--- config.mk ---
export PLATFORM = sky130hd
export DESIGN_NAME = ssb_top
export DESIGN_NICKNAME = d
export VERILOG_FILES = /design/src/include/ssb_pkg.sv /design/src/rtl/ssb_ms_timer.sv /design/src/rtl/ssb_top.sv
export VERILOG_INCLUDE_DIRS = /design/src /design/src/include
export SDC_FILE = /design/constraint.sdc
export NUM_CORES = 1
export LEC_CHECK = 0
export ABC_AREA = 1
export BUFFER_PORTS_ARGS = -buffer_cell sky130_fd_sc_hd__buf_2
export CAP_MARGIN = 30
export CORE_AREA = 2 2 237 239
export CTS_BUF_LIST = sky130_fd_sc_hd__clkbuf_4 sky130_fd_sc_hd__clkbuf_8
export DETAILED_ROUTE_END_ITERATION = 6
export DIE_AREA = 0 0 239 241
export GPL_TIMING_DRIVEN = 0
export HOLD_SLACK_MARGIN = 0.06
export SLEW_MARGIN = 20
export SYNTH_ARGS = -nofsm -noshare
export SYNTH_HDL_FRONTEND = slang
export SYNTH_SLANG_ARGS = --single-unit
--- constraint.sdc ---
create_clock -name MCLK_IN -period 6.6 [get_ports MCLK_IN]
set_clock_uncertainty 0.2 [all_clocks]
set_input_delay 0.66 -clock MCLK_IN [delete_from_list [all_inputs] [get_ports MCLK_IN]]
set_output_delay 0.66 -clock MCLK_IN [all_outputs]
set_load 0.05 [all_outputs]
--- src/include/ssb_map.svh ---
// Register map, reset values, ranges and timing constants of the stop and brake sequencer
`ifndef SSB_MAP_SVH
`define SSB_MAP_SVH

// Register indices; byte address is four times the index
`define SSB_IDX_FAULT2 8'h07
`define SSB_IDX_OVT 8'h08
`define SSB_IDX_FAULT1 8'h09
`define SSB_IDX_PON 8'h0A
`define SSB_IDX_STILL 8'h0B
`define SSB_IDX_THR 8'h0C
`define SSB_IDX_ROTDLY 8'h0D
`define SSB_IDX_DISP 8'h10
`define SSB_IDX_CTRL 8'h30
`define SSB_IDX_STAT 8'h31

// Reset values
`define SSB_RST_FAULT2 16'h0002
`define SSB_RST_OVT 16'h0001
`define SSB_RST_FAULT1 16'h0002
`define SSB_RST_PON 16'h00FA
`define SSB_RST_STILL 16'h0096
`define SSB_RST_THR 16'h001E
`define SSB_RST_ROTDLY 16'h01F4
`define SSB_RST_DISP 16'h0000
`define SSB_RST_CTRL 16'h0000

// Accepted write ranges (fault class two is signed)
`define SSB_MIN_FAULT2 -16'sd5
`define SSB_MAX_FAULT2 16'sd3
`define SSB_MAX_OVT 16'h0007
`define SSB_MAX_FAULT1 16'h0002
`define SSB_MAX_PON 16'h01F4
`define SSB_MIN_STILL 16'h0032
`define SSB_MAX_STILL 16'h03E8
`define SSB_MIN_THR 16'h0014
`define SSB_MAX_THR 16'h0BB8
`define SSB_MIN_ROTDLY 16'h0001
`define SSB_MAX_ROTDLY 16'h03E8
`define SSB_MAX_DISP 16'h0001

// Field position and overtravel ignore code
`define SSB_CTRL_BRAKE_EN 0
`define SSB_OVT_IGNORE 16'h0007

// Timing: clock period and one millisecond, in ns
`define SSB_CLK_PERIOD_NS 8
`define SSB_MS_NS 1000000
`define SSB_CYC_PER_MS (`SSB_MS_NS / `SSB_CLK_PERIOD_NS)

`endif

--- src/include/ssb_pkg.sv ---
// Types of the stop and brake sequencer
package ssb_pkg;

  // Stop method while decelerating
  typedef enum logic [2:0] {
    SSB_M_NONE = 3'h0,
    SSB_M_COAST = 3'h1,
    SSB_M_ZERO = 3'h2,
    SSB_M_EMERG = 3'h3,
    SSB_M_QUICK = 3'h4,
    SSB_M_PROFILE = 3'h5,
    SSB_M_DYNBRK = 3'h6
  } ssb_method_t;

  // State held after the stop
  typedef enum logic [1:0] {
    SSB_H_RUN = 2'h0,
    SSB_H_DEENERG = 2'h1,
    SSB_H_DYNBRK = 2'h2,
    SSB_H_POSLOCK = 2'h3
  } ssb_hold_t;

  // Sequencer states, Gray along power-up, run, stop
  typedef enum logic [2:0] {
    SSB_S_OFF = 3'h0,
    SSB_S_POWERUP = 3'h1,
    SSB_S_RUN = 3'h3,
    SSB_S_ROT_WAIT = 3'h2,
    SSB_S_STILL_WAIT = 3'h6,
    SSB_S_STOPPING = 3'h7,
    SSB_S_HELD = 3'h5
  } ssb_state_t;

  // Stop plan: method then hold
  typedef struct packed {
    ssb_method_t method;
    ssb_hold_t hold;
  } ssb_stop_t;

  // Filtered pin bundle
  typedef struct packed {
    logic servo_en;
    logic ovt;
    logic fault1;
    logic fault2;
    logic fault3;
    logic [15:0] speed;
  } ssb_pins_t;

  // Software settings
  typedef struct packed {
    logic [15:0] fault2_sel;
    logic [15:0] ovt_sel;
    logic [15:0] fault1_sel;
    logic [15:0] pon_ms;
    logic [15:0] still_ms;
    logic [15:0] thr_rpm;
    logic [15:0] rot_ms;
    logic [15:0] disp_sel;
    logic [15:0] ctrl;
  } ssb_cfg_t;

  // Millisecond timer state
  typedef struct packed {
    logic [16:0] cyc;
    logic [15:0] ms;
    logic run;
    logic done;
  } ssb_tmr_state_t;

  // Whole state of the top module
  typedef struct packed {
    ssb_pins_t s1;
    ssb_pins_t s2;
    ssb_pins_t s3;
    ssb_pins_t pins;
    ssb_cfg_t cfg;
    ssb_state_t st;
    ssb_stop_t plan;
    logic brake;
    logic stage;
    logic ref_block;
    logic display;
    logic pready;
    logic pslverr;
    logic [31:0] prdata;
  } ssb_top_state_t;

endpackage : ssb_pkg

--- src/rtl/ssb_ms_timer.sv ---
// Millisecond delay timer: restarts on a start pulse, flags expiry
`timescale 1ns/1ps
module ssb_ms_timer #(
  parameter logic [16:0] CYC_PER_MS = 17'd125000
) (
  input wire logic clk_in,
  input wire logic rst_in,
  input wire logic start_in,
  input wire logic [15:0] limit_ms_in,
  output logic done_out
);

  // Limit is captured at start so later writes do not disturb a running wait
  logic [15:0] limit_reg;
  logic [15:0] limit_next;
  ssb_pkg::ssb_tmr_state_t state_reg;
  ssb_pkg::ssb_tmr_state_t state_next;

  ////////////////////////////////////////////////////////////////////////////
  // Next state
  always_comb begin
    state_next = state_reg;
    limit_next = limit_reg;
    if (start_in) begin
      // Fresh wait; zero limit expires at once
      state_next.cyc = 17'h00000;
      state_next.ms = 16'h0000;
      state_next.run = (limit_ms_in != 16'h0000);
      state_next.done = (limit_ms_in == 16'h0000);
      limit_next = limit_ms_in;
    end else if (state_reg.run) begin
      if (state_reg.cyc == CYC_PER_MS - 17'h00001) begin
        // One millisecond elapsed
        state_next.cyc = 17'h00000;
        state_next.ms = state_reg.ms + 16'h0001;
        if (state_reg.ms + 16'h0001 >= limit_reg) begin
          state_next.run = 1'b0;
          state_next.done = 1'b1;
        end
      end else begin
        state_next.cyc = state_reg.cyc + 17'h00001;
      end
    end
  end

  ////////////////////////////////////////////////////////////////////////////
  // Registers
  always_ff @(posedge clk_in) begin
    if (rst_in) begin
      state_reg <= '0;
      limit_reg <= 16'h0000;
    end else begin
      state_reg <= state_next;
      limit_reg <= limit_next;
    end
  end

  assign done_out = state_reg.done;

endmodule : ssb_ms_timer

--- src/rtl/ssb_top.sv ---
// Stop mode selection and holding brake sequencing with an APB register file
// What this block does
// Signed class-two stop selector, -5..3, default 2
// Codes -5,-4,-3: zero, emergency, quick; dynamic brake
// Code -2 profile ramp, -1 dynamic brake
// Codes 0..3 coast, profile, quick, emergency; de-energize
// Overtravel 0..7 default 1; codes 0,1,2
// Overtravel 3,4 quick ramp; de-energize or lock
// Overtravel 5,6 dynamic brake; 7 ignores overtravel
// Host picks overtravel 1 or 4 vertically
// Brake function forces overtravel quick ramp, lock
// Class-one selector 0..2 default 2
// Brake function forces class-one dynamic brake, de-energize
// Brake function forces class-two quick ramp, dynamic brake
// Power-on references blocked 0..500 ms after brake
// Standstill de-energize 50..1000 ms after brake off
// Rotating brake off below speed threshold 20..3000
// Rotating brake off 1..1000 ms after disable
// Rotating brake off on whichever comes first
// Class-three fault display switch, 0 or 1
`timescale 1ns/1ps
`include "ssb_map.svh"
module ssb_top #(
  parameter logic [16:0] CYC_PER_MS = 17'(`SSB_CYC_PER_MS)
) (
  input wire logic MCLK_IN,
  input wire logic RST_IN,
  input wire logic PSEL_IN,
  input wire logic PENABLE_IN,
  input wire logic PWRITE_IN,
  input wire logic [11:0] PADDR_IN,
  input wire logic [31:0] PWDATA_IN,
  output logic [31:0] PRDATA_OUT,
  output logic PREADY_OUT,
  output logic PSLVERR_OUT,
  input wire logic SERVO_ENABLE_IN,
  input wire logic OVERTRAVEL_IN,
  input wire logic FAULT1_IN,
  input wire logic FAULT2_IN,
  input wire logic FAULT3_IN,
  input wire logic [15:0] MOTOR_SPEED_IN,
  output logic HOLDING_BRAKE_OUTPUT_OUT,
  output logic POWER_STAGE_ON_OUT,
  output logic REF_BLOCK_OUT,
  output logic [2:0] STOP_METHOD_OUT,
  output logic [1:0] HOLD_STATE_OUT,
  output logic FAULT_DISPLAY_OUT
);

  ssb_pkg::ssb_top_state_t r_reg; // All state
  ssb_pkg::ssb_top_state_t r_next; // Next state
  logic tmr_start; // Restart the delay timer
  logic [15:0] tmr_limit; // Delay in ms
  logic tmr_done; // Delay expired
  logic brake_en; // Brake output function enabled
  logic evt; // A stop event is pending
  logic ovt_live; // Overtravel not ignored
  logic still; // Motor at zero speed
  logic slow; // Speed below brake threshold
  logic wr_go; // APB write takes effect
  logic [7:0] idx; // Register index
  logic hit; // Mapped register
  logic [15:0] wd; // Write data, low half
  ssb_pkg::ssb_stop_t plan_new; // Plan for a new stop

  ////////////////////////////////////////////////////////////////////////////
  // Stop plan lookup; priority class one, class two, overtravel
  function automatic ssb_pkg::ssb_stop_t plan_of(input logic f1, input logic f2,
                                                 input ssb_pkg::ssb_cfg_t c,
                                                 input logic ben);
    ssb_pkg::ssb_stop_t p;
    p.method = ssb_pkg::SSB_M_COAST;
    p.hold = ssb_pkg::SSB_H_DEENERG;
    if (f1) begin
      // forced class-one plan
      if (ben) begin
        p = '{ssb_pkg::SSB_M_DYNBRK, ssb_pkg::SSB_H_DEENERG};
      end else begin
        // class-one codes
        unique case (c.fault1_sel[1:0])
          2'h1: p = '{ssb_pkg::SSB_M_DYNBRK, ssb_pkg::SSB_H_DEENERG};
          2'h2: p = '{ssb_pkg::SSB_M_DYNBRK, ssb_pkg::SSB_H_DYNBRK};
          default: p = '{ssb_pkg::SSB_M_COAST, ssb_pkg::SSB_H_DEENERG};
        endcase
      end
    end else if (f2) begin
      // forced class-two plan
      if (ben) begin
        p = '{ssb_pkg::SSB_M_QUICK, ssb_pkg::SSB_H_DYNBRK};
      end else begin
        // class-two codes
        unique case (c.fault2_sel[3:0])
          4'hB: p = '{ssb_pkg::SSB_M_ZERO, ssb_pkg::SSB_H_DYNBRK};
          4'hC: p = '{ssb_pkg::SSB_M_EMERG, ssb_pkg::SSB_H_DYNBRK};
          4'hD: p = '{ssb_pkg::SSB_M_QUICK, ssb_pkg::SSB_H_DYNBRK};
          4'hE: p = '{ssb_pkg::SSB_M_PROFILE, ssb_pkg::SSB_H_DYNBRK};
          4'hF: p = '{ssb_pkg::SSB_M_DYNBRK, ssb_pkg::SSB_H_DYNBRK};
          4'h1: p = '{ssb_pkg::SSB_M_PROFILE, ssb_pkg::SSB_H_DEENERG};
          4'h2: p = '{ssb_pkg::SSB_M_QUICK, ssb_pkg::SSB_H_DEENERG};
          4'h3: p = '{ssb_pkg::SSB_M_EMERG, ssb_pkg::SSB_H_DEENERG};
          default: p = '{ssb_pkg::SSB_M_COAST, ssb_pkg::SSB_H_DEENERG};
        endcase
      end
    end else if (ben) begin
      // forced overtravel plan
      p = '{ssb_pkg::SSB_M_QUICK, ssb_pkg::SSB_H_POSLOCK};
    end else begin
      // overtravel codes
      unique case (c.ovt_sel[2:0])
        3'h1: p = '{ssb_pkg::SSB_M_ZERO, ssb_pkg::SSB_H_POSLOCK};
        3'h2: p = '{ssb_pkg::SSB_M_ZERO, ssb_pkg::SSB_H_DEENERG};
        3'h3: p = '{ssb_pkg::SSB_M_QUICK, ssb_pkg::SSB_H_DEENERG};
        3'h4: p = '{ssb_pkg::SSB_M_QUICK, ssb_pkg::SSB_H_POSLOCK};
        3'h5: p = '{ssb_pkg::SSB_M_DYNBRK, ssb_pkg::SSB_H_DEENERG};
        3'h6: p = '{ssb_pkg::SSB_M_DYNBRK, ssb_pkg::SSB_H_DYNBRK};
        default: p = '{ssb_pkg::SSB_M_COAST, ssb_pkg::SSB_H_DEENERG};
      endcase
    end
    return p;
  endfunction : plan_of

  ////////////////////////////////////////////////////////////////////////////
  // Write range check; out-of-range writes are dropped
  function automatic logic wr_ok(input logic [7:0] i, input logic [15:0] d);
    logic ok;
    ok = 1'b1;
    unique case (i)
      // signed class-two range
      `SSB_IDX_FAULT2: ok = ($signed(d) >= `SSB_MIN_FAULT2) && ($signed(d) <= `SSB_MAX_FAULT2);
      `SSB_IDX_OVT: ok = (d <= `SSB_MAX_OVT);
      `SSB_IDX_FAULT1: ok = (d <= `SSB_MAX_FAULT1);
      `SSB_IDX_PON: ok = (d <= `SSB_MAX_PON);
      `SSB_IDX_STILL: ok = (d >= `SSB_MIN_STILL) && (d <= `SSB_MAX_STILL);
      `SSB_IDX_THR: ok = (d >= `SSB_MIN_THR) && (d <= `SSB_MAX_THR);
      `SSB_IDX_ROTDLY: ok = (d >= `SSB_MIN_ROTDLY) && (d <= `SSB_MAX_ROTDLY);
      `SSB_IDX_DISP: ok = (d <= `SSB_MAX_DISP);
      default: ok = 1'b1;
    endcase
    return ok;
  endfunction : wr_ok

  ////////////////////////////////////////////////////////////////////////////
  // Shared delay timer
  ssb_ms_timer #(
    .CYC_PER_MS(CYC_PER_MS)
  ) u_timer (
    .clk_in(MCLK_IN),
    .rst_in(RST_IN),
    .start_in(tmr_start),
    .limit_ms_in(tmr_limit),
    .done_out(tmr_done)
  );

  ////////////////////////////////////////////////////////////////////////////
  // Derived conditions
  always_comb begin
    brake_en = r_reg.cfg.ctrl[`SSB_CTRL_BRAKE_EN];
    // code 7 ignores overtravel
    ovt_live = r_reg.pins.ovt && (r_reg.cfg.ovt_sel != `SSB_OVT_IGNORE);
    evt = r_reg.pins.fault1 || r_reg.pins.fault2 || ovt_live;
    still = (r_reg.pins.speed == 16'h0000);
    slow = (r_reg.pins.speed < r_reg.cfg.thr_rpm);
    plan_new = plan_of(r_reg.pins.fault1, r_reg.pins.fault2, r_reg.cfg, brake_en);
    idx = PADDR_IN[9:2];
    wd = PWDATA_IN[15:0];
    hit = (PADDR_IN[1:0] == 2'h0) && (PADDR_IN[11:10] == 2'h0) &&
          (idx inside {`SSB_IDX_FAULT2, `SSB_IDX_OVT, `SSB_IDX_FAULT1, `SSB_IDX_PON,
                       `SSB_IDX_STILL, `SSB_IDX_THR, `SSB_IDX_ROTDLY, `SSB_IDX_DISP,
                       `SSB_IDX_CTRL, `SSB_IDX_STAT});
    wr_go = PSEL_IN && PENABLE_IN && r_reg.pready && PWRITE_IN && hit;
  end

  ////////////////////////////////////////////////////////////////////////////
  // Next state of everything
  always_comb begin
    r_next = r_reg;
    tmr_start = 1'b0;
    tmr_limit = 16'h0000;
    // Pins: three stages, a bit changes when stages two and three agree
    r_next.s1 = '{SERVO_ENABLE_IN, OVERTRAVEL_IN, FAULT1_IN, FAULT2_IN, FAULT3_IN, MOTOR_SPEED_IN};
    r_next.s2 = r_reg.s1;
    r_next.s3 = r_reg.s2;
    r_next.pins = (r_reg.s2 & r_reg.s3) | (r_reg.pins & (r_reg.s2 | r_reg.s3));
    // APB: answer in the first access cycle
    r_next.pready = PSEL_IN && !PENABLE_IN;
    r_next.pslverr = PSEL_IN && !PENABLE_IN && !hit;
    if (PSEL_IN && !PENABLE_IN) begin
      // Capture read data at setup
      unique case (idx)
        `SSB_IDX_FAULT2: r_next.prdata = {16'h0000, r_reg.cfg.fault2_sel};
        `SSB_IDX_OVT: r_next.prdata = {16'h0000, r_reg.cfg.ovt_sel};
        `SSB_IDX_FAULT1: r_next.prdata = {16'h0000, r_reg.cfg.fault1_sel};
        `SSB_IDX_PON: r_next.prdata = {16'h0000, r_reg.cfg.pon_ms};
        `SSB_IDX_STILL: r_next.prdata = {16'h0000, r_reg.cfg.still_ms};
        `SSB_IDX_THR: r_next.prdata = {16'h0000, r_reg.cfg.thr_rpm};
        `SSB_IDX_ROTDLY: r_next.prdata = {16'h0000, r_reg.cfg.rot_ms};
        `SSB_IDX_DISP: r_next.prdata = {16'h0000, r_reg.cfg.disp_sel};
        `SSB_IDX_CTRL: r_next.prdata = {16'h0000, r_reg.cfg.ctrl};
        `SSB_IDX_STAT: r_next.prdata = {20'h00000, r_reg.st, r_reg.plan, r_reg.stage,
                                        r_reg.brake, r_reg.ref_block, r_reg.display};
        default: r_next.prdata = 32'h00000000;
      endcase
    end
    // Register writes
    if (wr_go && wr_ok(idx, wd)) begin
      unique case (idx)
        `SSB_IDX_FAULT2: r_next.cfg.fault2_sel = wd;
        `SSB_IDX_OVT: r_next.cfg.ovt_sel = wd;
        `SSB_IDX_FAULT1: r_next.cfg.fault1_sel = wd;
        `SSB_IDX_PON: r_next.cfg.pon_ms = wd;
        `SSB_IDX_STILL: r_next.cfg.still_ms = wd;
        `SSB_IDX_THR: r_next.cfg.thr_rpm = wd;
        `SSB_IDX_ROTDLY: r_next.cfg.rot_ms = wd;
        `SSB_IDX_DISP: r_next.cfg.disp_sel = wd;
        `SSB_IDX_CTRL: r_next.cfg.ctrl = {15'h0000, wd[`SSB_CTRL_BRAKE_EN]};
        default: r_next.cfg = r_reg.cfg;
      endcase
    end
    // fault display follows class-three fault when selected
    r_next.display = r_reg.pins.fault3 && r_reg.cfg.disp_sel[0];
    // Sequencer
    unique case (r_reg.st)
      ssb_pkg::SSB_S_OFF: begin
        // Energize on enable unless a stop event is pending
        if (r_reg.pins.servo_en && !evt) begin
          r_next.st = ssb_pkg::SSB_S_POWERUP;
          r_next.stage = 1'b1;
          r_next.brake = brake_en;
          r_next.plan = '{ssb_pkg::SSB_M_NONE, ssb_pkg::SSB_H_RUN};
          // reference block timed from brake on
          tmr_start = 1'b1;
          tmr_limit = brake_en ? r_reg.cfg.pon_ms : 16'h0000;
        end
      end
      ssb_pkg::SSB_S_POWERUP: begin
        if (evt) begin
          r_next.st = ssb_pkg::SSB_S_STOPPING;
          r_next.plan = plan_new;
        end else if (tmr_done) begin
          // references accepted after delay
          r_next.st = ssb_pkg::SSB_S_RUN;
        end
      end
      ssb_pkg::SSB_S_RUN: begin
        if (evt) begin
          r_next.st = ssb_pkg::SSB_S_STOPPING;
          r_next.plan = plan_new;
        end else if (!r_reg.pins.servo_en) begin
          if (!brake_en) begin
            // No brake sequencing: de-energize at once
            r_next.st = ssb_pkg::SSB_S_OFF;
          end else if (still) begin
            // brake off, then wait before de-energizing
            r_next.st = ssb_pkg::SSB_S_STILL_WAIT;
            r_next.brake = 1'b0;
            tmr_start = 1'b1;
            tmr_limit = r_reg.cfg.still_ms;
          end else begin
            // rotating, start disable delay
            r_next.st = ssb_pkg::SSB_S_ROT_WAIT;
            tmr_start = 1'b1;
            tmr_limit = r_reg.cfg.rot_ms;
          end
        end
      end
      ssb_pkg::SSB_S_STILL_WAIT: begin
        if (evt) begin
          r_next.st = ssb_pkg::SSB_S_STOPPING;
          r_next.plan = plan_new;
        end else if (tmr_done) begin
          // de-energize after the delay
          r_next.st = ssb_pkg::SSB_S_OFF;
        end
      end
      ssb_pkg::SSB_S_ROT_WAIT: begin
        if (evt) begin
          r_next.st = ssb_pkg::SSB_S_STOPPING;
          r_next.plan = plan_new;
        // speed below threshold or delay, first wins
        end else if (slow || tmr_done) begin
          r_next.st = ssb_pkg::SSB_S_OFF;
          r_next.brake = 1'b0;
        end
      end
      ssb_pkg::SSB_S_STOPPING: begin
        // Brake engages while stopping; coast cuts power at once
        r_next.brake = 1'b0;
        r_next.stage = (r_reg.plan.method != ssb_pkg::SSB_M_COAST);
        if (still) begin
          r_next.st = ssb_pkg::SSB_S_HELD;
        end
      end
      ssb_pkg::SSB_S_HELD: begin
        // Only position lock keeps the stage energized
        r_next.stage = (r_reg.plan.hold == ssb_pkg::SSB_H_POSLOCK);
        if (!evt && !r_reg.pins.servo_en) begin
          r_next.st = ssb_pkg::SSB_S_OFF;
        end
      end
      default: r_next.st = ssb_pkg::SSB_S_OFF;
    endcase
    // Common outputs of the new state
    if (r_next.st == ssb_pkg::SSB_S_OFF) begin
      r_next.stage = 1'b0;
      r_next.brake = 1'b0;
      r_next.plan = '{ssb_pkg::SSB_M_NONE, ssb_pkg::SSB_H_DEENERG};
    end
    r_next.ref_block = (r_next.st != ssb_pkg::SSB_S_RUN);
  end

  ////////////////////////////////////////////////////////////////////////////
  // State register
  always_ff @(posedge MCLK_IN) begin
    if (RST_IN) begin
      r_reg <= '0;
      r_reg.cfg <= '{`SSB_RST_FAULT2, `SSB_RST_OVT, `SSB_RST_FAULT1, `SSB_RST_PON,
                     `SSB_RST_STILL, `SSB_RST_THR, `SSB_RST_ROTDLY, `SSB_RST_DISP,
                     `SSB_RST_CTRL};
      r_reg.st <= ssb_pkg::SSB_S_OFF;
      r_reg.plan <= '{ssb_pkg::SSB_M_NONE, ssb_pkg::SSB_H_DEENERG};
      r_reg.ref_block <= 1'b1;
    end else begin
      r_reg <= r_next;
    end
  end

  // Outputs straight from flops
  assign PRDATA_OUT = r_reg.prdata;
  assign PREADY_OUT = r_reg.pready;
  assign PSLVERR_OUT = r_reg.pslverr;
  assign HOLDING_BRAKE_OUTPUT_OUT = r_reg.brake;
  assign POWER_STAGE_ON_OUT = r_reg.stage;
  assign REF_BLOCK_OUT = r_reg.ref_block;
  assign STOP_METHOD_OUT = r_reg.plan.method;
  assign HOLD_STATE_OUT = r_reg.plan.hold;
  assign FAULT_DISPLAY_OUT = r_reg.display;
endmodule : ssb_top

==> flow_results.org, run 1 <==
** Outcome
- The flow ran to the end, and the final reports show no timing, DRC or antenna violations.

** Placement
- Post-detailed-placement half-perimeter wirelength :: 34700 um
- Placed cells :: 2631
- Placement-stage cell area :: 14900 um^2
- At the placement stage, the worst setup path has a slack of 2570 ps.
- The congestion estimate from routability-driven global placement came to 0.957.
- Buffers placed on the I/O ports in this run total 77.

** GRT
- Tot GR Track Use :: 15.7%
- Initial antenna violation count :: 1
- The via count of the first global-routing pass came to 12178.
- The first global-routing pass estimated 69900 um of wire.
- Entering global routing, the biggest net connects 16 pins.
- Leftover overflow at the end of global routing :: 0

** Cells and area
- Area growth from synthesis to final layout :: 20.0%
- The final layout contains 2116 nets.
- The register with the most flip-flops in the layout has 173 of them.
- Cells fill 29.8% of the core in the end.
- Final design area excluding fillers :: 16400 um^2
- Of the cells placed in the final design, the portion with a size suffix greater than 1 is 13.0%.
- The finished layout holds 2745 standard cells, fillers aside.

** Drt
- Count of TritonRoute iterations in the first routing pass :: 6
- Number of vias per cell :: 4.61
- Post-detailed-route DRC marker count :: 0
- Overall via count from detail_route :: 12668
- Routed wire length :: 45400 um
- Number of nets with antenna violations after routing :: 0
- After the first detailed-routing iteration, the DRC count stood at 901.
- Wire per inst :: 16.5 um

** Worst setup path
- STA classifies the critical path startpoint as a flop.
- Worst Reg-to-Reg Cells :: 21
- Of all nets on the critical path, the largest fanout is 4.
- Across all register-to-register paths, the minimum setup slack is 3010 ps.
- The critical path is of the reg -> reg type.
- Data arrival time of the worst path :: 3970 ps
- The kind of cell with the highest combined delay along the critical path is simple AND/OR/NAND/NOR gates.
- The endpoint identified for the worst register-to-register timing path is u_timer.state_reg[1]$_SDFF_PP0_.
- At the worst endpoint, the required time is 6990 ps.
- Critical path, cell by cell :: nand3_1 > nor3_1 > nand4_1 > nor2_1 > nand3_1 > nor2_1 > nand2_1 > xor2_1 > inv_1 > ha_1 > nand2_1 > inv_1 > o21ai_0 > nand2_1 > a21oi_1 > nand3_1 > nand2_1 > nand3_1 > nand3_1 > nand2_1 > inv_1
- RR Startpoint :: u_timer.state_reg[2]$_SDFFE_PP0P_
- Delay of the slowest cell on the worst path :: 420 ps
- Among all stages on the critical path, the largest delay is contributed by sky130_fd_sc_hd__dfxtp_1.
- Critical path endpoint category :: flop
- Together, buffers and inverters on the worst path number 3.

** Yosys
- Average size of a mapped cell :: 7.43 um^2
- For this run, the number of Yosys warnings is 0.
- After synthesis, the share of flip-flops with an asynchronous set or reset is 0%.
- The synthesized design contains 0 enable-type register cells.
- Area share of the largest cell type after synthesis :: 43.9%
- Post-synthesis sequential area ratio :: 43.9%
- In the post-synthesis netlist, the cell with the most instances is sky130_fd_sc_hd__dfxtp_1.
- Number of synthesized register bits :: 299
- Synthesis produced 1835 cells.
- Biggest area contributors in the synthesized netlist :: sky130_fd_sc_hd__dfxtp_1 (44%), sky130_fd_sc_hd__inv_1 (8.2%), sky130_fd_sc_hd__nand2_1 (7.7%), sky130_fd_sc_hd__nor2_1 (6.1%), sky130_fd_sc_hd__a21oi_1 (4.7%)
- Summing every instance area after synthesis gives 13600 um^2.
- Synth top cells by count :: sky130_fd_sc_hd__dfxtp_1 (299), sky130_fd_sc_hd__inv_1 (298), sky130_fd_sc_hd__nand2_1 (278), sky130_fd_sc_hd__nor2_1 (223), sky130_fd_sc_hd__a21oi_1 (127)
- The largest total area in the synthesized netlist belongs to sky130_fd_sc_hd__dfxtp_1.
- The most used flip-flop cell after synthesis is sky130_fd_sc_hd__dfxtp_1.
- Synthesis instantiated 50 different standard cells from the library.

** Power and ir drop
- Combinational cells account for 4.4% of the total power.
- Switching part of the total :: 23.7%
- In this run, flip-flops and latches consume 46.5% of the power.
- Clock power frac :: 49.1%
- P_sw :: 934 uW
- Reported leakage power :: 6.83 nW
- Power comes to 3.94 mW.
- Pwr Density :: 241 nW/um^2
- The worst-case IR drop observed on VDD is 118 uV.
- Internal portion of total power :: 3.00 mW

** Timing
- Worst hold margin :: 147 ps
- In this run the tightest slew margin relative to its limit is 39.6%.
- Subtracting the final worst setup slack from the clock period gives 3590 ps.
- Count of endpoints failing setup in the final report :: 0
- Max Freq :: 0.279 GHz
- Hold Vio Cnt, Final :: 0
- Least-Margin Pin Slew :: 903 ps
- Worst Setup Slack, final :: 3010 ps
- Unrepaired setup endpoints after global routing :: no
- Part of the cycle the worst path needs :: 54.3%
- Max-slew violation count :: 0
- In the final timing run, aggregate negative setup slack is 0 ps.

** Min path
- The path with the worst hold slack has its endpoint at r_reg[117]$_SDFFE_PP1P_.
- The min-delay analysis places its worst path in the category in -> reg.
- Startpoint of the most critical hold path :: PWDATA_IN[7]
- Number of cells traversed by the worst hold path :: 3

** Run
- Max-capacitance violation count :: 0

** Die
- After floorplanning, the core was sized to cover 54900 um^2.
- Horizontal die dimension :: 239 um
- The die covers 57600 um^2.
- Once the floorplan was initialized, standard cells occupied 24.8% of the core.
- Number of cell rows :: 86
- The die is 241 um tall.
- 113 I/O pins were placed.

** Clocking
- Clock buffer count from CTS :: 53
- Clock tree from TritonCTS :: done
- Maximum count of clock buffers along a single path :: 3
- In this run the post-CTS setup repair buffer count came out at 0.
- Clk pin slew, worst setup/hold paths :: 60 ps
- The clock reaches the later pin of the worst-skew pair after 640 ps.
- CTS saw 299 sinks.
- The number of gates resized after CTS was 0.
- Clock root buffer :: sky130_fd_sc_hd__clkbuf_8
- The clock tree synthesis step divided the H-tree into 2 levels.
[cell families (layout without fill, tap and decap cells)]
group | after synthesis | after routing | share of synthesized area, %
compound gates | 363 | 363 | 15.9
xor+xnor | 14 | 14 | 0.900
fa+ha+maj | 42 | 42 | 3.86
buf+inv | 412 | 602 | 12.7
flops | 299 | 299 | 43.9
mux | 1 | 1 | 0.0735
other cells | 1 | 17 | 0.0275
simple gates | 703 | 703 | 22.7
[area by class of cell]
type | count | area (um^2)
Clock buffer | 75 | 957
Antenna cell | 1 | 2.50
Clock inverter | 16 | 229
Timing Repair Buffer | 99 | 601
Inverter | 310 | 1170
Fill cell | 6019 | 38500
Tap cell | 704 | 881
Buffer | 102 | 558
Sequential cell | 299 | 5990
Multi-Input combinational cell | 1139 | 5970
[worst max path at each step]
stage / startpoint / end / slack, ps / cells past startpoint
floorplan: PADDR_IN[9] / flop / 3710 / 17
global route: u_timer.state_reg[2]$_SDFFE_PP0P_ / u_timer.state_reg[1]$_SDFF_PP0_ / 2610 / 19
global placement: PADDR_IN[9] / flop / 2630 / 15
detailed placement: PADDR_IN[9] / flop / 2570 / 15
finish: u_timer.state_reg[2]$_SDFFE_PP0P_ / u_timer.state_reg[1]$_SDFF_PP0_ / 3010 / 21
CTS: u_timer.state_reg[2]$_SDFFE_PP0P_ / u_timer.state_reg[1]$_SDFF_PP0_ / 3020 / 18
[routing by layer]
metal / part of all wire, % / up-vias / track usage [%]
li1: - / 6275 / -
met1: 43 / 5926 / 19.5
met2: 47 / 377 / 26.5
met3: 5.2 / 90 / 2.48
met4: 4.2 / 0 / 7.71
met5: 0 / - / 0
[power groups by stage]
stage	Clock [mW]	Sequential (mW)	Combinational [mW]
finish	1.93	1.83	0.173
global route	2.07	1.83	0.188
CTS	1.98	1.83	0.174
detailed placement	0	1.87	0.163
global placement	0	1.87	0.162
floorplan	0	1.87	0.0968
[tightest hold or removal path, delay by kind of cell]
kind	cells	cell delay, ps
AO/OA/AOI/OAI	1	70
buffers and inverters	1	150
AND/OR/NAND/NOR	1	70
[layout by cell type (no fill, tap or decap), types with 16 or more instances in the layout]
master / netlist / final
sky130_fd_sc_hd__o21ai_0: 101 / 101
sky130_fd_sc_hd__nand3_1: 60 / 60
sky130_fd_sc_hd__nand4_1: 22 / 22
sky130_fd_sc_hd__dlygate4sd3_1: 0 / 21
sky130_fd_sc_hd__a21oi_1: 127 / 127
sky130_fd_sc_hd__conb_1: 1 / 16
sky130_fd_sc_hd__nor2_1: 223 / 223
sky130_fd_sc_hd__clkbuf_1: 46 / 46
sky130_fd_sc_hd__clkbuf_8: 0 / 63
sky130_fd_sc_hd__o211ai_1: 18 / 18
sky130_fd_sc_hd__ha_1: 42 / 42
sky130_fd_sc_hd__buf_4: 41 / 41
sky130_fd_sc_hd__buf_2: 11 / 88
sky130_fd_sc_hd__dfxtp_1: 299 / 299
sky130_fd_sc_hd__nand2_1: 278 / 278
sky130_fd_sc_hd__inv_1: 298 / 298
sky130_fd_sc_hd__o22ai_1: 42 / 42
sky130_fd_sc_hd__nor3_1: 75 / 75
[repair_timing]
| action | 4_1_cts | 5_1_grt |
|---|---|---|
| hold buffers | 21 | 0 |
| endpoints found under the hold margin | 21 | 0 |
| endpoints found under the setup margin | 0 | 0 |
Power figures use the tool's default switching activity.
==> run 2: changes to the inputs <==
==> constraint.sdc (replaced) <==
create_clock -name MCLK_IN -period 3.53 [get_ports MCLK_IN]
set_clock_uncertainty 0.2 [all_clocks]
set_input_delay 0.353 -clock MCLK_IN [delete_from_list [all_inputs] [get_ports MCLK_IN]]
set_output_delay 0.353 -clock MCLK_IN [all_outputs]
set_load 0.05 [all_outputs]
==> run 2 against run 1 <==
Core utilization increased by 0.42 points. Clock power increased by 88%. Sequential power increased by 87%. First-iteration DRC count increased by 6.1%. Sequential share of layout area decreased by 0.47 points. Sequential cell count unchanged.
==> flow_results.org, run 2 (synthesis gave the netlist of run 1 again) <==
** Outcome
- Result of the run :: finished, final reports clean

** Drt
- The count of nets left with antenna violations after detail routing came to 0 (unchanged).
- The overall routed net length is 45600 um (+0.48%).
- The routed wire length per instance came to 16.5 um (-0.17%).
- Number of vias per cell :: 4.61 (-0.19%)
- Post-detailed-route DRC marker count :: 0 (unchanged)
- The iteration-0 DRC count of the detailed router was 956 (+6.1%).
- The first-pass detailed-route iteration total came to 5 (-1).
- Overall via count from detail_route :: 12727 (+0.47%)

** Timing
- Hold Vio Cnt, Final :: 0 (unchanged)
- Max-slew violation count :: 0 (unchanged)
- The period utilization was 92.9% (+39 points).
- Worst slew margin relative to its limit :: 38.7% (-0.83 points)
- The top achievable clock speed was 0.305 GHz (+9.3%).
- Worst hold margin :: 95.8 ps (-51.6 ps)
- The minimum period implied by the final worst setup slack is 3280 ps (-305 ps).
- Unrepaired setup endpoints after global routing :: no
- Count of endpoints failing setup in the final report :: 0 (unchanged)
- The transition time at the pin with the least slew margin was 915 ps (+12.4 ps).

** Worst setup path
- The kind of cell with the highest combined delay along the critical path is simple AND/OR/NAND/NOR gates.
- The cell that appears most often on the critical path is sky130_fd_sc_hd__nand2_1.
- The required time reported for the critical path endpoint was 3910 ps (-3080 ps).
- The sum of buffers and inverters on the critical path came to 3 (unchanged).
- The worst setup path is launched from a flop.
- WS Path Type :: reg -> reg
- Max Fanout on Critical Path :: 10 (+6)
- Data arrival time of the worst path :: 3660 ps (-310 ps)
- The highest cell delay on the worst timing path came to 570 ps (+150 ps).
- For this design, the slowest cell found on the critical path is sky130_fd_sc_hd__o21ai_0.
- Walking the worst path, the cells encountered are ha_1 > nand3_1 > nor2_1 > nand2_1 > nand2_1 > nand2_1 > inv_1 > nand3_2 > clkbuf_1 > o21ai_0 > nor2_1 > nand2_1 > nor2_1 > nand3_1 > nand2_1 > inv_1.
- The worst setup path is captured at a flop.

** GRT
- GRT busiest layer :: met2
- First-pass GRT wire length :: 70200 um (+0.49%)
- The total overflow reported by the global router is 0 (unchanged).
- Global Route met2 Usage :: 26.7% (+0.16 points)
- Global-route track usage on met3 :: 2.46% (-0.023 points)
- Via count of the first global-routing pass :: 12264 (+0.71%)
- The routing usage on met1 is 19.6% (+0.077 points).
- Initial antenna violation count :: 1 (unchanged)
- The pin count of the biggest net entering global routing came to 16 (unchanged).
- Tot GR Track Use :: 15.8% (+0.066 points)

** Cells and area
- Share of layout cells above drive strength 1 :: 13.6% (+0.57 points)
- Net count reported at finish :: 2134 (+0.85%)
- Flip-flop count of the largest register after layout :: 173 (unchanged)
- The final core area utilization was 30.2% (+0.42 points).
- Final cell count without fillers :: 2763 (+0.66%)
- The area of all placed cells without fillers was 16600 um^2 (+1.4%).
- Commonest cells after routing, fill and taps aside :: sky130_fd_sc_hd__inv_1 (298), sky130_fd_sc_hd__dfxtp_1 (296), sky130_fd_sc_hd__nand2_1 (278), sky130_fd_sc_hd__nor2_1 (221), sky130_fd_sc_hd__a21oi_1 (126)
- Most common cell after layout, fill and taps aside :: sky130_fd_sc_hd__inv_1
- From synthesis to final layout, the design area changed by 21.7%.

** Power and ir drop
- Reported leakage power :: 6.93 nW (+1.5%)
- Total power consumption of the routed design :: 7.37 mW (+87%)
- The power density normalized to cell area is 445 nW/um^2 (+85%).
- Maximum vdd ir drop :: 220 uV (+87%)

** Run
- The count of max-cap constraint violations came to 0 (unchanged).

** Placement
- Post-detailed-placement half-perimeter wirelength :: 34700 um (unchanged)
- Placer congestion estimate :: 0.957 (unchanged)
- Count of input and output buffers :: 77 (unchanged)
- Placement-stage cell area :: 14900 um^2 (unchanged)
- The instance count after placement with tap cells included came to 2631 (unchanged).

** Min path
- The tightest min-delay check is of the in -> reg type.

** Clocking
- Clk pin slew, worst setup/hold paths :: 60 ps (about the same)
- Clk Latency, worst-skew pair :: 640 ps (about the same)
- Maximum count of clock buffers along a single path :: 3 (unchanged)
- Clock sink count :: 299 (unchanged)
- Clock tree from TritonCTS :: done
- Maximum level of the CTS H-tree :: 2 (unchanged)
- Clock buffer count from CTS :: 53 (unchanged)
- Clock root buffer :: sky130_fd_sc_hd__clkbuf_8

** Die
- Total die area :: 57600 um^2 (unchanged)
- Die height :: 241 um (unchanged)
- The starting density of the core is 24.8% (unchanged).
- Area of the placeable core :: 54900 um^2 (unchanged)
- The floorplan row count is 86 (unchanged).
- The horizontal die dimension came to 239 um (unchanged).
- Count of boundary I/O pins :: 113 (unchanged)
[run 2: changes by cell type in the layout (fill, tap and decap cells not counted), sizes merged]
| cell | before | now |
|---|---|---|
| dlygate4sd3 | 21 | 36 |
| buf | 133 | 136 |
[run 2: final cells by class]
cell class                      instances  area [um^2]
Clock buffer                           75          957
Sequential cell                       299         5990
Tap cell                              704          881
Fill cell                            5998        38300
Buffer                                102          558
Inverter                              310         1170
Clock inverter                         16          229
Timing Repair Buffer                  117          773
Multi-Input combinational cell       1139         6020
Antenna cell                            1         2.50
[run 2: worst paths after layout]
path	start	end	slack, ps	depth (start not counted)
max	r_reg[159]$_SDFFE_PP0P_	u_timer.state_reg[1]$_SDFF_PP0_	250	16
min	PENABLE_IN	r_reg[189]$_SDFFE_PP0P_	100	6
max reg2reg	r_reg[159]$_SDFFE_PP0P_	u_timer.state_reg[1]$_SDFF_PP0_	250	16
min reg2reg	r_next[234]$_SDFF_PP0_	r_next[213]$_SDFF_PP0_	200	2
[run 2: through the flow]
step | setup WS (ps) | TNS [ps]
5_1_grt | 20.2 | 0
4_1_cts | 112 | 0
2_1_floorplan | 638 | 0
3_3_place_gp | -133 | -368
3_5_place_dp | -192 | -600
6_report | 249 | 0
[run 2: metal layers]
metal / wire length [um] / up-vias
li1: - / 6312
met1: 19700 / 5921
met2: 21400 / 397
met3: 2500 / 97
met4: 2050 / 0
met5: 0 / -
[run 2: power breakdown]
group          internal (mW)  total [mW]  switching (mW)
clock                   2.12        3.62            1.50
combinational          0.101       0.336           0.235
sequential              3.41        3.42          0.0139
[run 2: worst min-delay path, stage by stage]
cell and delay (ps):
sky130_fd_sc_hd__buf_2 110, sky130_fd_sc_hd__nand3_1 60, sky130_fd_sc_hd__nor2_1 50, sky130_fd_sc_hd__nand4_1 90, sky130_fd_sc_hd__o21ai_0 110, sky130_fd_sc_hd__a21oi_1 120
[run 2: what timing repair did]
item,CTS,global route
hold endpoints to repair,56,0
setup buffers,0,3
setup endpoints to repair,1,2
pin swaps,0,2
gates resized for setup,2,12
hold buffers,36,0
